===== src/logic/och_pkg.sv =====
package och_pkg;
    // fault counter
    localparam int          FCNT_W        = 3;
    localparam logic [2:0]  FCNT_ZERO     = 3'h0;
    localparam logic [2:0]  FCNT_ONE      = 3'h1;
    localparam logic [2:0]  FCNT_TRIP     = 3'h7;
    localparam logic [2:0]  HICCUP_CYCLES = 3'h7;
    // internal oscillator period in mclk cycles (resistor-programmed rate)
    localparam int          OSC_W         = 16;
    localparam logic [15:0] OSC_PERIOD_DEF = 16'h03e8;
    localparam logic [15:0] OSC_ONE       = 16'h0001;

    typedef enum logic [1:0] {
        OCH_RUN,
        OCH_HICCUP
    } och_mode_t;

    typedef struct packed {
        logic hs_on;
        logic ls_on;
    } och_drive_t;

    typedef struct packed {
        logic [2:0] sync_sr;
        logic       sync_used;
    } och_sel_state_t;

    typedef struct packed {
        och_mode_t  mode;
        logic [2:0] fcnt;
        logic       oc_seen;
        logic       cut;
        logic       restart;
        och_drive_t drv;
        logic       ss_rst;
        logic [2:0] in_sr1;
        logic [2:0] in_sr2;
    } och_state_t;
endpackage


===== src/logic/och_top.sv =====
`timescale 1ns/10ps
// Operation
// - overcurrent result is only looked at while the high-side drive is on
// - overcurrent during on-time ends the high-side pulse three mclk edges after oc_cmp rises, one edge more at a cycle start
// - a cut pulse stays off until the next switching cycle starts
// - each cycle with an overcurrent-cut pulse adds one to the fault count
// - each cycle finishing without overcurrent subtracts one from a nonzero fault count
// - count reaching seven issues restart and starts hiccup of seven soft-starts
// - both switch drives are off throughout the hiccup
// - hiccup decrements the count once per finished soft-start cycle
// - count back at zero re-enables switching with a normal start-up
// - persistent overcurrent counts seven pulses again and re-enters hiccup
// - switching cycles align to falling edges of the external sync clock
// - active sync clock replaces the internal oscillator
// - sync held low means free run from the internal oscillator
// - soft-start is held in reset while input supply is undervoltage
module och_top
    import och_pkg::*;
#(
    parameter logic [OSC_W-1:0] OSC_PERIOD = OSC_PERIOD_DEF
)
(
    // clock and reset
    input  wire logic mclk,
    input  wire logic rst_b,
    input  wire logic ce,
    // analog indications
    input  wire logic oc_cmp,
    input  wire logic ss_done,
    input  wire logic uvlo,
    input  wire logic sync_pin,
    // pwm request from the modulator
    input  wire logic pwm_req,
    // outputs
    output      logic hs_drv,
    output      logic ls_drv,
    output      logic ss_reset,
    output      logic restart,
    output      logic hiccup,
    output      logic [FCNT_W-1:0] fault_count
);
    // ------------------------------------------------------------
    // reset release
    // ------------------------------------------------------------
    logic [1:0] rst_sr_q;
    logic       rst_int_b;

    always_ff @(posedge mclk or negedge rst_b) begin
        if (!rst_b)
            rst_sr_q <= 2'h0;
        else
            rst_sr_q <= {rst_sr_q[0], 1'b1};
    end
    assign rst_int_b = rst_sr_q[1];

    // ------------------------------------------------------------
    // clock selection
    // ------------------------------------------------------------
    logic cyc;

    och_clk_sel u_sel (
        .mclk        (mclk),
        .rst_b       (rst_int_b),
        .ce          (ce),
        .sync_pin    (sync_pin),
        .osc_period  (OSC_PERIOD),
        .cycle_start (cyc)
    );

    // ------------------------------------------------------------
    // protection state
    // ------------------------------------------------------------
    och_state_t st_q;
    och_state_t st_d;
    logic       oc_s;
    logic       ssd_s;
    logic       uv_s;
    logic       ssd_rise;

    // in_sr1 is the first stage, read only by in_sr2
    assign oc_s     = st_q.in_sr2[0];
    assign ssd_s    = st_q.in_sr2[1];
    assign uv_s     = st_q.in_sr2[2];
    assign ssd_rise = ssd_s & ~st_q.ss_rst & ~st_q.cut;

    always_comb begin
        st_d         = st_q;
        st_d.in_sr1  = {uvlo, ss_done, oc_cmp};
        st_d.in_sr2  = st_q.in_sr1;
        st_d.restart = 1'b0;
        // cut reused in hiccup as "soft-start already counted" latch
        unique case (st_q.mode)
            OCH_RUN: begin
                if (cyc) begin
                    if (st_q.oc_seen)
                        st_d.fcnt = st_q.fcnt + FCNT_ONE;
                    else if (st_q.fcnt != FCNT_ZERO)
                        st_d.fcnt = st_q.fcnt - FCNT_ONE;
                    st_d.oc_seen   = 1'b0;
                    st_d.cut       = 1'b0;
                    st_d.drv.hs_on = pwm_req;
                    st_d.drv.ls_on = ~pwm_req;
                end else begin
                    if (st_q.drv.hs_on && oc_s) begin
                        st_d.drv.hs_on = 1'b0;
                        st_d.drv.ls_on = 1'b1;
                        st_d.cut       = 1'b1;
                        st_d.oc_seen   = 1'b1;
                    end else if (!st_q.cut) begin
                        st_d.drv.hs_on = pwm_req;
                        st_d.drv.ls_on = ~pwm_req;
                    end
                end
                if (st_d.fcnt == FCNT_TRIP) begin
                    st_d.mode    = OCH_HICCUP;
                    st_d.restart = 1'b1;
                    st_d.drv     = '0;
                    st_d.ss_rst  = 1'b1;
                    st_d.cut     = 1'b0;
                    st_d.oc_seen = 1'b0;
                end
            end
            OCH_HICCUP: begin
                st_d.drv    = '0;
                st_d.ss_rst = 1'b0;
                if (ssd_rise) begin
                    st_d.fcnt   = st_q.fcnt - FCNT_ONE;
                    st_d.ss_rst = 1'b1;
                    st_d.cut    = 1'b1;
                end else if (!ssd_s) begin
                    st_d.cut = 1'b0;
                end
                if (st_q.fcnt == FCNT_ZERO) begin
                    st_d.mode   = OCH_RUN;
                    st_d.ss_rst = 1'b1;
                    st_d.cut    = 1'b0;
                end
            end
            default: begin
                st_d.mode = OCH_RUN;
            end
        endcase
        if (st_q.mode == OCH_RUN && st_q.ss_rst)
            st_d.ss_rst = 1'b0;
        if (uv_s) begin
            st_d.ss_rst = 1'b1;
            if (st_q.mode == OCH_RUN)
                st_d.drv = '0;
        end
    end

    always_ff @(posedge mclk or negedge rst_int_b) begin
        if (!rst_int_b)
            st_q <= '{mode: OCH_RUN, ss_rst: 1'b1, default: '0};
        else if (ce)
            st_q <= st_d;
    end

    // ------------------------------------------------------------
    // outputs, all straight from st_q
    // ------------------------------------------------------------
    assign hs_drv      = st_q.drv.hs_on;
    assign ls_drv      = st_q.drv.ls_on;
    assign ss_reset    = st_q.ss_rst;
    assign restart     = st_q.restart;
    assign hiccup      = (st_q.mode == OCH_HICCUP);
    assign fault_count = st_q.fcnt;
endmodule


===== src/logic/och_clk_sel.sv =====
`timescale 1ns/10ps
module och_clk_sel
    import och_pkg::*;
(
    // clock and reset
    input  wire logic               mclk,
    input  wire logic               rst_b,
    input  wire logic               ce,
    // sources
    input  wire logic               sync_pin,
    input  wire logic [OSC_W-1:0]   osc_period,
    // cycle start
    output      logic               cycle_start
);
    och_sel_state_t   s_q;
    och_sel_state_t   s_d;
    logic [OSC_W-1:0] osc_q;
    logic [OSC_W-1:0] osc_d;
    logic             start_q;
    logic             start_d;
    logic             fall;

    // sync_sr[0] and [1] form the synchroniser; only [1] and [2] feed the edge detector
    always_comb begin
        s_d         = s_q;
        s_d.sync_sr = {s_q.sync_sr[1:0], sync_pin};
        fall        = s_q.sync_sr[2] & ~s_q.sync_sr[1];
        if (s_q.sync_sr[1])
            s_d.sync_used = 1'b1;
        osc_d   = osc_q;
        start_d = 1'b0;
        if (fall) begin
            start_d       = 1'b1;
            osc_d         = '0;
            s_d.sync_used = 1'b1;
        end else if (osc_q >= osc_period - OSC_ONE) begin
            // free run only after a whole period of idle low sync; a running sync beats it by 20-30%
            // a sync that stops costs one period before free run resumes
            osc_d         = '0;
            s_d.sync_used = s_q.sync_sr[1];
            if (!s_q.sync_used && !s_q.sync_sr[1])
                start_d = 1'b1;
        end else begin
            osc_d = osc_q + OSC_ONE;
        end
    end

    always_ff @(posedge mclk or negedge rst_b) begin
        if (!rst_b) begin
            s_q     <= '0;
            osc_q   <= '0;
            start_q <= 1'b0;
        end else if (ce) begin
            s_q     <= s_d;
            osc_q   <= osc_d;
            start_q <= start_d;
        end
    end

    assign cycle_start = start_q;
endmodule


===== config.mk =====
export PLATFORM = sky130hd
export DESIGN_NAME = och_top
export DESIGN_NICKNAME = d
export VERILOG_FILES = /design/src/logic/och_pkg.sv /design/src/logic/och_top.sv /design/src/logic/och_clk_sel.sv
export SDC_FILE = /design/constraint.sdc
export NUM_CORES = 1
export LEC_CHECK = 0
export BUFFER_PORTS_ARGS = -buffer_cell sky130_fd_sc_hd__buf_2
export CELL_PAD_IN_SITES_DETAIL_PLACEMENT = 0
export CELL_PAD_IN_SITES_GLOBAL_PLACEMENT = 1
export CORE_MARGIN = 2
export CORE_UTILIZATION = 45
export DETAILED_ROUTE_END_ITERATION = 10
export PLACE_DENSITY_LB_ADDON = 0.1
export SYNTH_ARGS = -nofsm -noshare
export SYNTH_HDL_FRONTEND = slang
export SYNTH_HIERARCHICAL = 1
export SYNTH_SLANG_ARGS = --single-unit

===== constraint.sdc =====
create_clock -name mclk -period 1.6 [get_ports mclk]
set_input_delay 0.48 -clock mclk [delete_from_list [all_inputs] [get_ports mclk]]
set_output_delay 0.48 -clock mclk [all_outputs]
set_load 0.005 [all_outputs]

==> results of run 1 <==
cell type report:
class	count	area, um^2	share of cell area
Multi-Input combinational cell	265	2097	0.5351
Sequential cell	39	978.4	0.2497
Timing Repair Buffer	74	583.1	0.1488
Tap cell	75	93.84	0.02395
Clock buffer	6	82.58	0.02107
Inverter	13	48.80	0.01245
Clock inverter	2	35.03	0.008940
metrics by stage:
stage	hold WS, ps	worst slack [ps]	cells	setup TNS, ps
2_1_floorplan	184.4	-303.0	330	-5089
3_3_place_gp	265.8	-354.8	454	-5686
3_5_place_dp	268.2	-445.6	454	-6762
4_1_cts	331.6	-403.3	468	-7297
5_1_grt	371.2	-506.6	474	-9692
6_report	302.8	-391.7	474	-7252
placed cells by master (no fill, tap or decap), drive strengths merged, types with 5 or more instances in the layout:
cell type | netlist | layout
buf | 7 | 73
o22a | 5 | 5
clkbuf | 6 | 6
a21o | 5 | 5
a22o | 5 | 5
nor3 | 9 | 9
xnor2 | 12 | 12
inv | 13 | 13
mux2 | 10 | 10
o21ai | 8 | 8
nand3 | 6 | 6
ha | 21 | 21
o31ai | 5 | 5
nor3b | 6 | 6
nand2 | 17 | 17
nor2 | 13 | 13
and4 | 6 | 6
nor4 | 7 | 7
conb | 2 | 49
dfrtp | 38 | 38
nor2b | 7 | 7
a21oi | 12 | 12
routing by layer:
layer / vias up / share of wire / routed length (um)
li1: 1233 / - / -
met1: 1185 / 0.44 / 2785
met2: 37 / 0.52 / 3285
met3: 9 / 0.024 / 149
met4: 0 / 0.015 / 97
met5: - / 0 / 0
state kept, by name, indices dropped and copies added, names as in the netlist:
register,cells
fault_count,3
ssd_s,1
restart,1
rst_sr_q,2
u_sel/s_d,2
st_q,4
hs_drv,1
u_sel/cycle_start,1
ss_reset,1
st_d,3
oc_s,1
ls_drv,1
u_sel/osc_q,16
u_sel/s_q,2
cell families after synthesis:
family                   after synthesis  synth area share
buffers and inverters                 26           0.05244
multiplexers                          11           0.04430
other                                  2          0.002713
adder cells (fa/ha/maj)               21           0.09494
flip-flops                            39            0.3531
AND/OR/NAND/NOR                       98            0.2048
AO/OA/AOI/OAI                         70            0.1971
XOR/XNOR                              16           0.05063
timing repair:
action | CTS | global route
buffers inserted | 5 | 6
setup endpoints to repair | 26 | 28
pin swaps | 15 | 11
gates resized for setup | 24 | 27
hold buffers | 1 | 0
hold endpoints to repair | 2 | 0
power by group:
| group | switching, mW | internal (mW) |
|---|---|---|
| clock | 0.363 | 0.505 |
| combinational | 0.899 | 1.14 |
| sequential | 0.191 | 1.18 |
| total | 1.45 | 2.82 |
how the worst max path moves through the flow:
stage                                             end                   startpoint  cells after the start  slack, ps
after floorplan           u_sel/osc_q[10]$_DFFE_PN0P_  u_sel/osc_q[11]$_DFFE_PN0P_                      7       -300
after global placement     u_sel/osc_q[6]$_DFFE_PN0P_  u_sel/osc_q[13]$_DFFE_PN0P_                      8       -350
after detailed placement   u_sel/osc_q[6]$_DFFE_PN0P_  u_sel/osc_q[12]$_DFFE_PN0P_                      8       -450
after CTS                  u_sel/osc_q[3]$_DFFE_PN0P_  u_sel/osc_q[13]$_DFFE_PN0P_                      8       -400
after global routing      u_sel/osc_q[12]$_DFFE_PN0P_  u_sel/osc_q[12]$_DFFE_PN0P_                      8       -510
final                      u_sel/osc_q[2]$_DFFE_PN0P_  u_sel/osc_q[13]$_DFFE_PN0P_                      8       -390
==> impl_metrics.env, run 1 <==
export IMPL_cp_arrival_ps=2220
export IMPL_yosysWarnings=6
export IMPL_path_buf_inv=1
export IMPL_max_stage_delay_ps=390
export IMPL_syn_inst=283
export IMPL_hold_class="reg2async"
export IMPL_grt_pass1_wl_um=10370
export IMPL_fin_ws_ps=-391.7
export IMPL_status="finished, violations left"
export IMPL_drive_above_1_share=0.3459
export IMPL_cp_end_kind="flop"
export IMPL_chipHeight_um=82.43
export IMPL_cts_made_buffers=5
export IMPL_synth_cell_area_um2=2768
export IMPL_drt_wl_total_um=6317
export IMPL_wl_per_cell_um=13.33
export IMPL_dp_hpwl_um=4400
export IMPL_failed_checks="negative setup slack"
export IMPL_core_area_um2=5921
export IMPL_crit_slowest_cell="dfrtp_1"
export IMPL_r2r_slack_ps=-390
export IMPL_place_gp_congestion=0.8024
export IMPL_clkLatencyLatePin_ps=290
export IMPL_path_clk_slew_ps=80
export IMPL_synth_edff_count=0
export IMPL_place_area_um2=3428
export IMPL_final_period_utilization=1.245
export IMPL_yosysTopAreaCell="dfrtp_1"
export IMPL_cts_root_buffer="clkbuf_8"
export IMPL_netlist_top_cells_count="dfrtp_1, ha_1, nand2_1, inv_1, nor2_1"
export IMPL_ys_seq_area_frac=0.3531
export IMPL_synth_cell_types=67
export IMPL_grt_max_degree=38
export IMPL_ys_seq_elements=39
export IMPL_yosys_area_top_type_share=0.3436
export IMPL_synthArstFlopShare=1.000
export IMPL_met1_usage=0.2286
export IMPL_row_count=28
export IMPL_worstPathCellList="ha_4 > a21o_1 > a21o_1 > a221oi_2 > o21ai_2 > buf_6 > o31ai_1 > a22o_1"
export IMPL_reg2reg_to="u_sel/osc_q[2]$_DFFE_PN0P_"
export IMPL_syn_area_per_cell_um2=9.780
export IMPL_fmax_mhz=502.1
export IMPL_fill_cells=497
export IMPL_cp_top_family="compound AO/OA/AOI/OAI gates"
export IMPL_slew_violations=0
export IMPL_p_leak_nw=1.791
export IMPL_cts_htree_levels=2
export IMPL_initial_core_util=0.4675
export IMPL_grt_overflow=0
export IMPL_cts_sinks=39
export IMPL_syn_to_final_growth_pct=41.59
export IMPL_crit_type="reg2reg"
export IMPL_drc_errors=0
export IMPL_yosys_top_cells_area="dfrtp_1, ha_1, mux2_2, xnor2_1, nand2_1"
export IMPL_die_x_um=82.43
export IMPL_peakVddDrop_mv=0.7832
export IMPL_path_common_cell="a21o_1"
export IMPL_rsz0062_at_grt="yes"
export IMPL_synth_most_common_cell="dfrtp_1"
export IMPL_crit_fanout=9
export IMPL_clk_path_buf_depth=2
export IMPL_drt_iter0_drc=71
export IMPL_power_per_cell_area_nw_per_um2=1091
export IMPL_top_usage_layer="met2"
export IMPL_die_area_um2=6794
export IMPL_finalPower_mw=4.275
export IMPL_use_met2=0.3766
export IMPL_numPortBuffers=15
export IMPL_diodes=0
export IMPL_antenna_found_initial=0
export IMPL_vias=2464
export IMPL_grt_pass1_vias=2320
export IMPL_io_pins=16
export IMPL_ant_nets=0
export IMPL_synth_ff_type="dfrtp_1"
export IMPL_nets=427
export IMPL_hold_violations=0
export IMPL_grt_usage=0.2000
export IMPL_fin_skew_ps=4.881
export IMPL_dr_pass1_iters=4
export IMPL_drv_cap=0
export IMPL_r2r_cells=8
export IMPL_met3_usage=0.02935
export IMPL_worstPathRequired_ps=1830
export IMPL_r2r_start="u_sel/osc_q[13]$_DFFE_PN0P_"
export IMPL_period_minus_slack_ps=1992
export IMPL_post_route_util=0.6619
export IMPL_fin_area_um2=3919
export IMPL_cts_tree="yes"
export IMPL_via_per_inst=5.198
export IMPL_setup_violations=27
export IMPL_crit_path_start_kind="flop"
(Power assumes the default switching activity.)
==> inputs of run 2 (changes only) <==
Settings changed: RECOVER_POWER set to 50.
==> run 2 against run 1 <==
  * The flow still finishes with violations (negative setup slack)
  * Critical path depth stayed put
  * Clock-buffer cell count stayed put
  * Maximum frequency hardly changed
  * Wire length is 0.14% lower
  * Critical path type unchanged
  * Clock skew hardly changed
==> impl_metrics.env, run 2 (synthesis results as in run 1) <==
export IMPL_grt_pass1_vias=2320
export IMPL_dp_hpwl_um=4400
export IMPL_period_minus_slack_ps=1991
export IMPL_holdPathEnd="rst_sr_q[1]$_DFF_PN0_"
export IMPL_layout_common_cells="conb_1, buf_4, dfrtp_1, nand2_1"
export IMPL_largestRegisters="u_sel/osc_q: 16 flops, st_q: 4 flops"
export IMPL_drc_errors=0
export IMPL_grt_max_degree=38
export IMPL_vias=2459
export IMPL_failed_checks="negative setup slack"
export IMPL_cts_sinks=39
export IMPL_fin_skew_ps=4.927
export IMPL_status="finished, violations left"
export IMPL_post_place_ws_ps=-445.6
export IMPL_cts_tree="yes"
export IMPL_core_area_um2=5921
export IMPL_diodes=0
export IMPL_p_leak_nw=1.788
export IMPL_top_register="u_sel/osc_q"
export IMPL_finalPower_mw=4.274
export IMPL_final_period_utilization=1.244
export IMPL_nets=427
export IMPL_ff_latch_area_um2=978.4
export IMPL_drt_iter0_drc=72
export IMPL_largest_reg_flops=16
export IMPL_top_usage_layer="met2"
export IMPL_r2r_slack_ps=-390
export IMPL_post_route_util=0.6612
export IMPL_numPortBuffers=15
export IMPL_via_per_inst=5.188
export IMPL_syn_to_final_growth_pct=41.46
export IMPL_worstPathRequired_ps=1830
export IMPL_cts_made_buffers=5
export IMPL_hold_violations=0
export IMPL_slew_headroom=0.3711
export IMPL_hold_depth=0
export IMPL_clkLatencyLatePin_ps=290
export IMPL_dr_pass1_iters=4
export IMPL_r2r_start="u_sel/osc_q[13]$_DFFE_PN0P_"
export IMPL_worst_pin_slew_ps=943.3
export IMPL_met3_usage=0.02935
export IMPL_grt_usage=0.2000
export IMPL_fill_cells=499
export IMPL_wl_per_cell_um=13.31
export IMPL_die_x_um=82.43
export IMPL_met1_usage=0.2286
export IMPL_drive_above_1_share=0.3434
export IMPL_row_count=28
export IMPL_cts_htree_levels=2
export IMPL_drv_cap=0
export IMPL_cp_end_kind="flop"
export IMPL_r2r_cells=8
export IMPL_slew_violations=0
export IMPL_place_area_um2=3428
export IMPL_clk_path_buf_depth=2
export IMPL_setup_violations=27
export IMPL_crit_path_start_kind="flop"
export IMPL_crit_type="reg2reg"
export IMPL_use_met2=0.3766
export IMPL_path_clk_slew_ps=80
export IMPL_drt_wl_total_um=6308
export IMPL_io_pins=16
export IMPL_ant_nets=0
export IMPL_grt_overflow=0
export IMPL_cts_root_buffer="clkbuf_8"
export IMPL_mostFrequentLayoutCell="conb_1"
export IMPL_place_gp_congestion=0.8024
export IMPL_fin_area_um2=3915
export IMPL_fmax_mhz=502.3
export IMPL_stdcell_count=474
export IMPL_initial_core_util=0.4675
export IMPL_antenna_found_initial=0
export IMPL_reg2reg_to="u_sel/osc_q[2]$_DFFE_PN0P_"
export IMPL_cp_arrival_ps=2220
export IMPL_hold_class="reg2reg"
export IMPL_multi_input_area_um2=2097
export IMPL_dp_cells=454
export IMPL_fin_ws_ps=-391.0
export IMPL_hold_start="rst_sr_q[0]$_DFF_PN0_"
export IMPL_crit_fanout=9
export IMPL_chipHeight_um=82.43
export IMPL_die_area_um2=6794
export IMPL_power_per_cell_area_nw_per_um2=1092
export IMPL_grt_pass1_wl_um=10370
export IMPL_peakVddDrop_mv=0.7823
export IMPL_rsz0062_at_grt="yes"
[run 2: cell types whose count changed in the layout (fill, tap and decap cells not counted)]
cell      before  now
buf_2         15   14
buf_4         46   45
clkbuf_1       0    1
clkbuf_2       0    1
[run 2: how the worst max path moves through the flow]
stage	startpoint	endpoint	slack, ps	depth (start not counted)
2_1_floorplan	u_sel/osc_q[11]$_DFFE_PN0P_	u_sel/osc_q[10]$_DFFE_PN0P_	-300	7
3_3_place_gp	u_sel/osc_q[13]$_DFFE_PN0P_	u_sel/osc_q[6]$_DFFE_PN0P_	-350	8
3_5_place_dp	u_sel/osc_q[12]$_DFFE_PN0P_	u_sel/osc_q[6]$_DFFE_PN0P_	-450	8
4_1_cts	u_sel/osc_q[13]$_DFFE_PN0P_	u_sel/osc_q[3]$_DFFE_PN0P_	-400	8
5_1_grt	u_sel/osc_q[12]$_DFFE_PN0P_	u_sel/osc_q[12]$_DFFE_PN0P_	-510	8
6_report	u_sel/osc_q[13]$_DFFE_PN0P_	u_sel/osc_q[2]$_DFFE_PN0P_	-390	8
[run 2: stage by stage]
stage	setup TNS [ps]	hold WS, ps
final	-7256	357.8
after global routing	-9692	371.2
after CTS	-7297	331.6
after detailed placement	-6762	268.2
after global placement	-5686	265.8
after floorplan	-5089	184.4
[run 2: what timing repair did]
item / in CTS / in global routing
hold endpoints to repair: 2 / 0
resized for setup: 24 / 27
hold buffers: 1 / 0
pin swaps: 15 / 11
endpoints found under the setup margin: 26 / 28
buffers inserted: 5 / 6
[run 2: area by class of cell]
type                       count  share of cell area
clock buffer                   6             0.02109
sequential                    39              0.2499
tap                           75             0.02397
multi-input combinational    265              0.5356
timing repair buffer          74              0.1480
inverter                      13             0.01246
clock inverter                 2            0.008949
[run 2: where the power goes]
group / internal (mW) / switching (mW)
Clock: 0.505 / 0.364
Combinational: 1.13 / 0.899
Sequential: 1.18 / 0.190
[run 2: layer usage]
layer	vias up	share of wire
met2	38	0.52
met5	-	0
li1	1233	-
met4	0	0.013
met3	7	0.024
met1	1181	0.44
[run 2: worst max-delay path: stages, from the launching register on]
cell and delay (ps):
dfrtp_1 390, ha_4 210, a21o_1 150, a21o_1 190, a221oi_2 280, o21ai_2 140
buf_6 180, o31ai_1 220, a22o_1 170
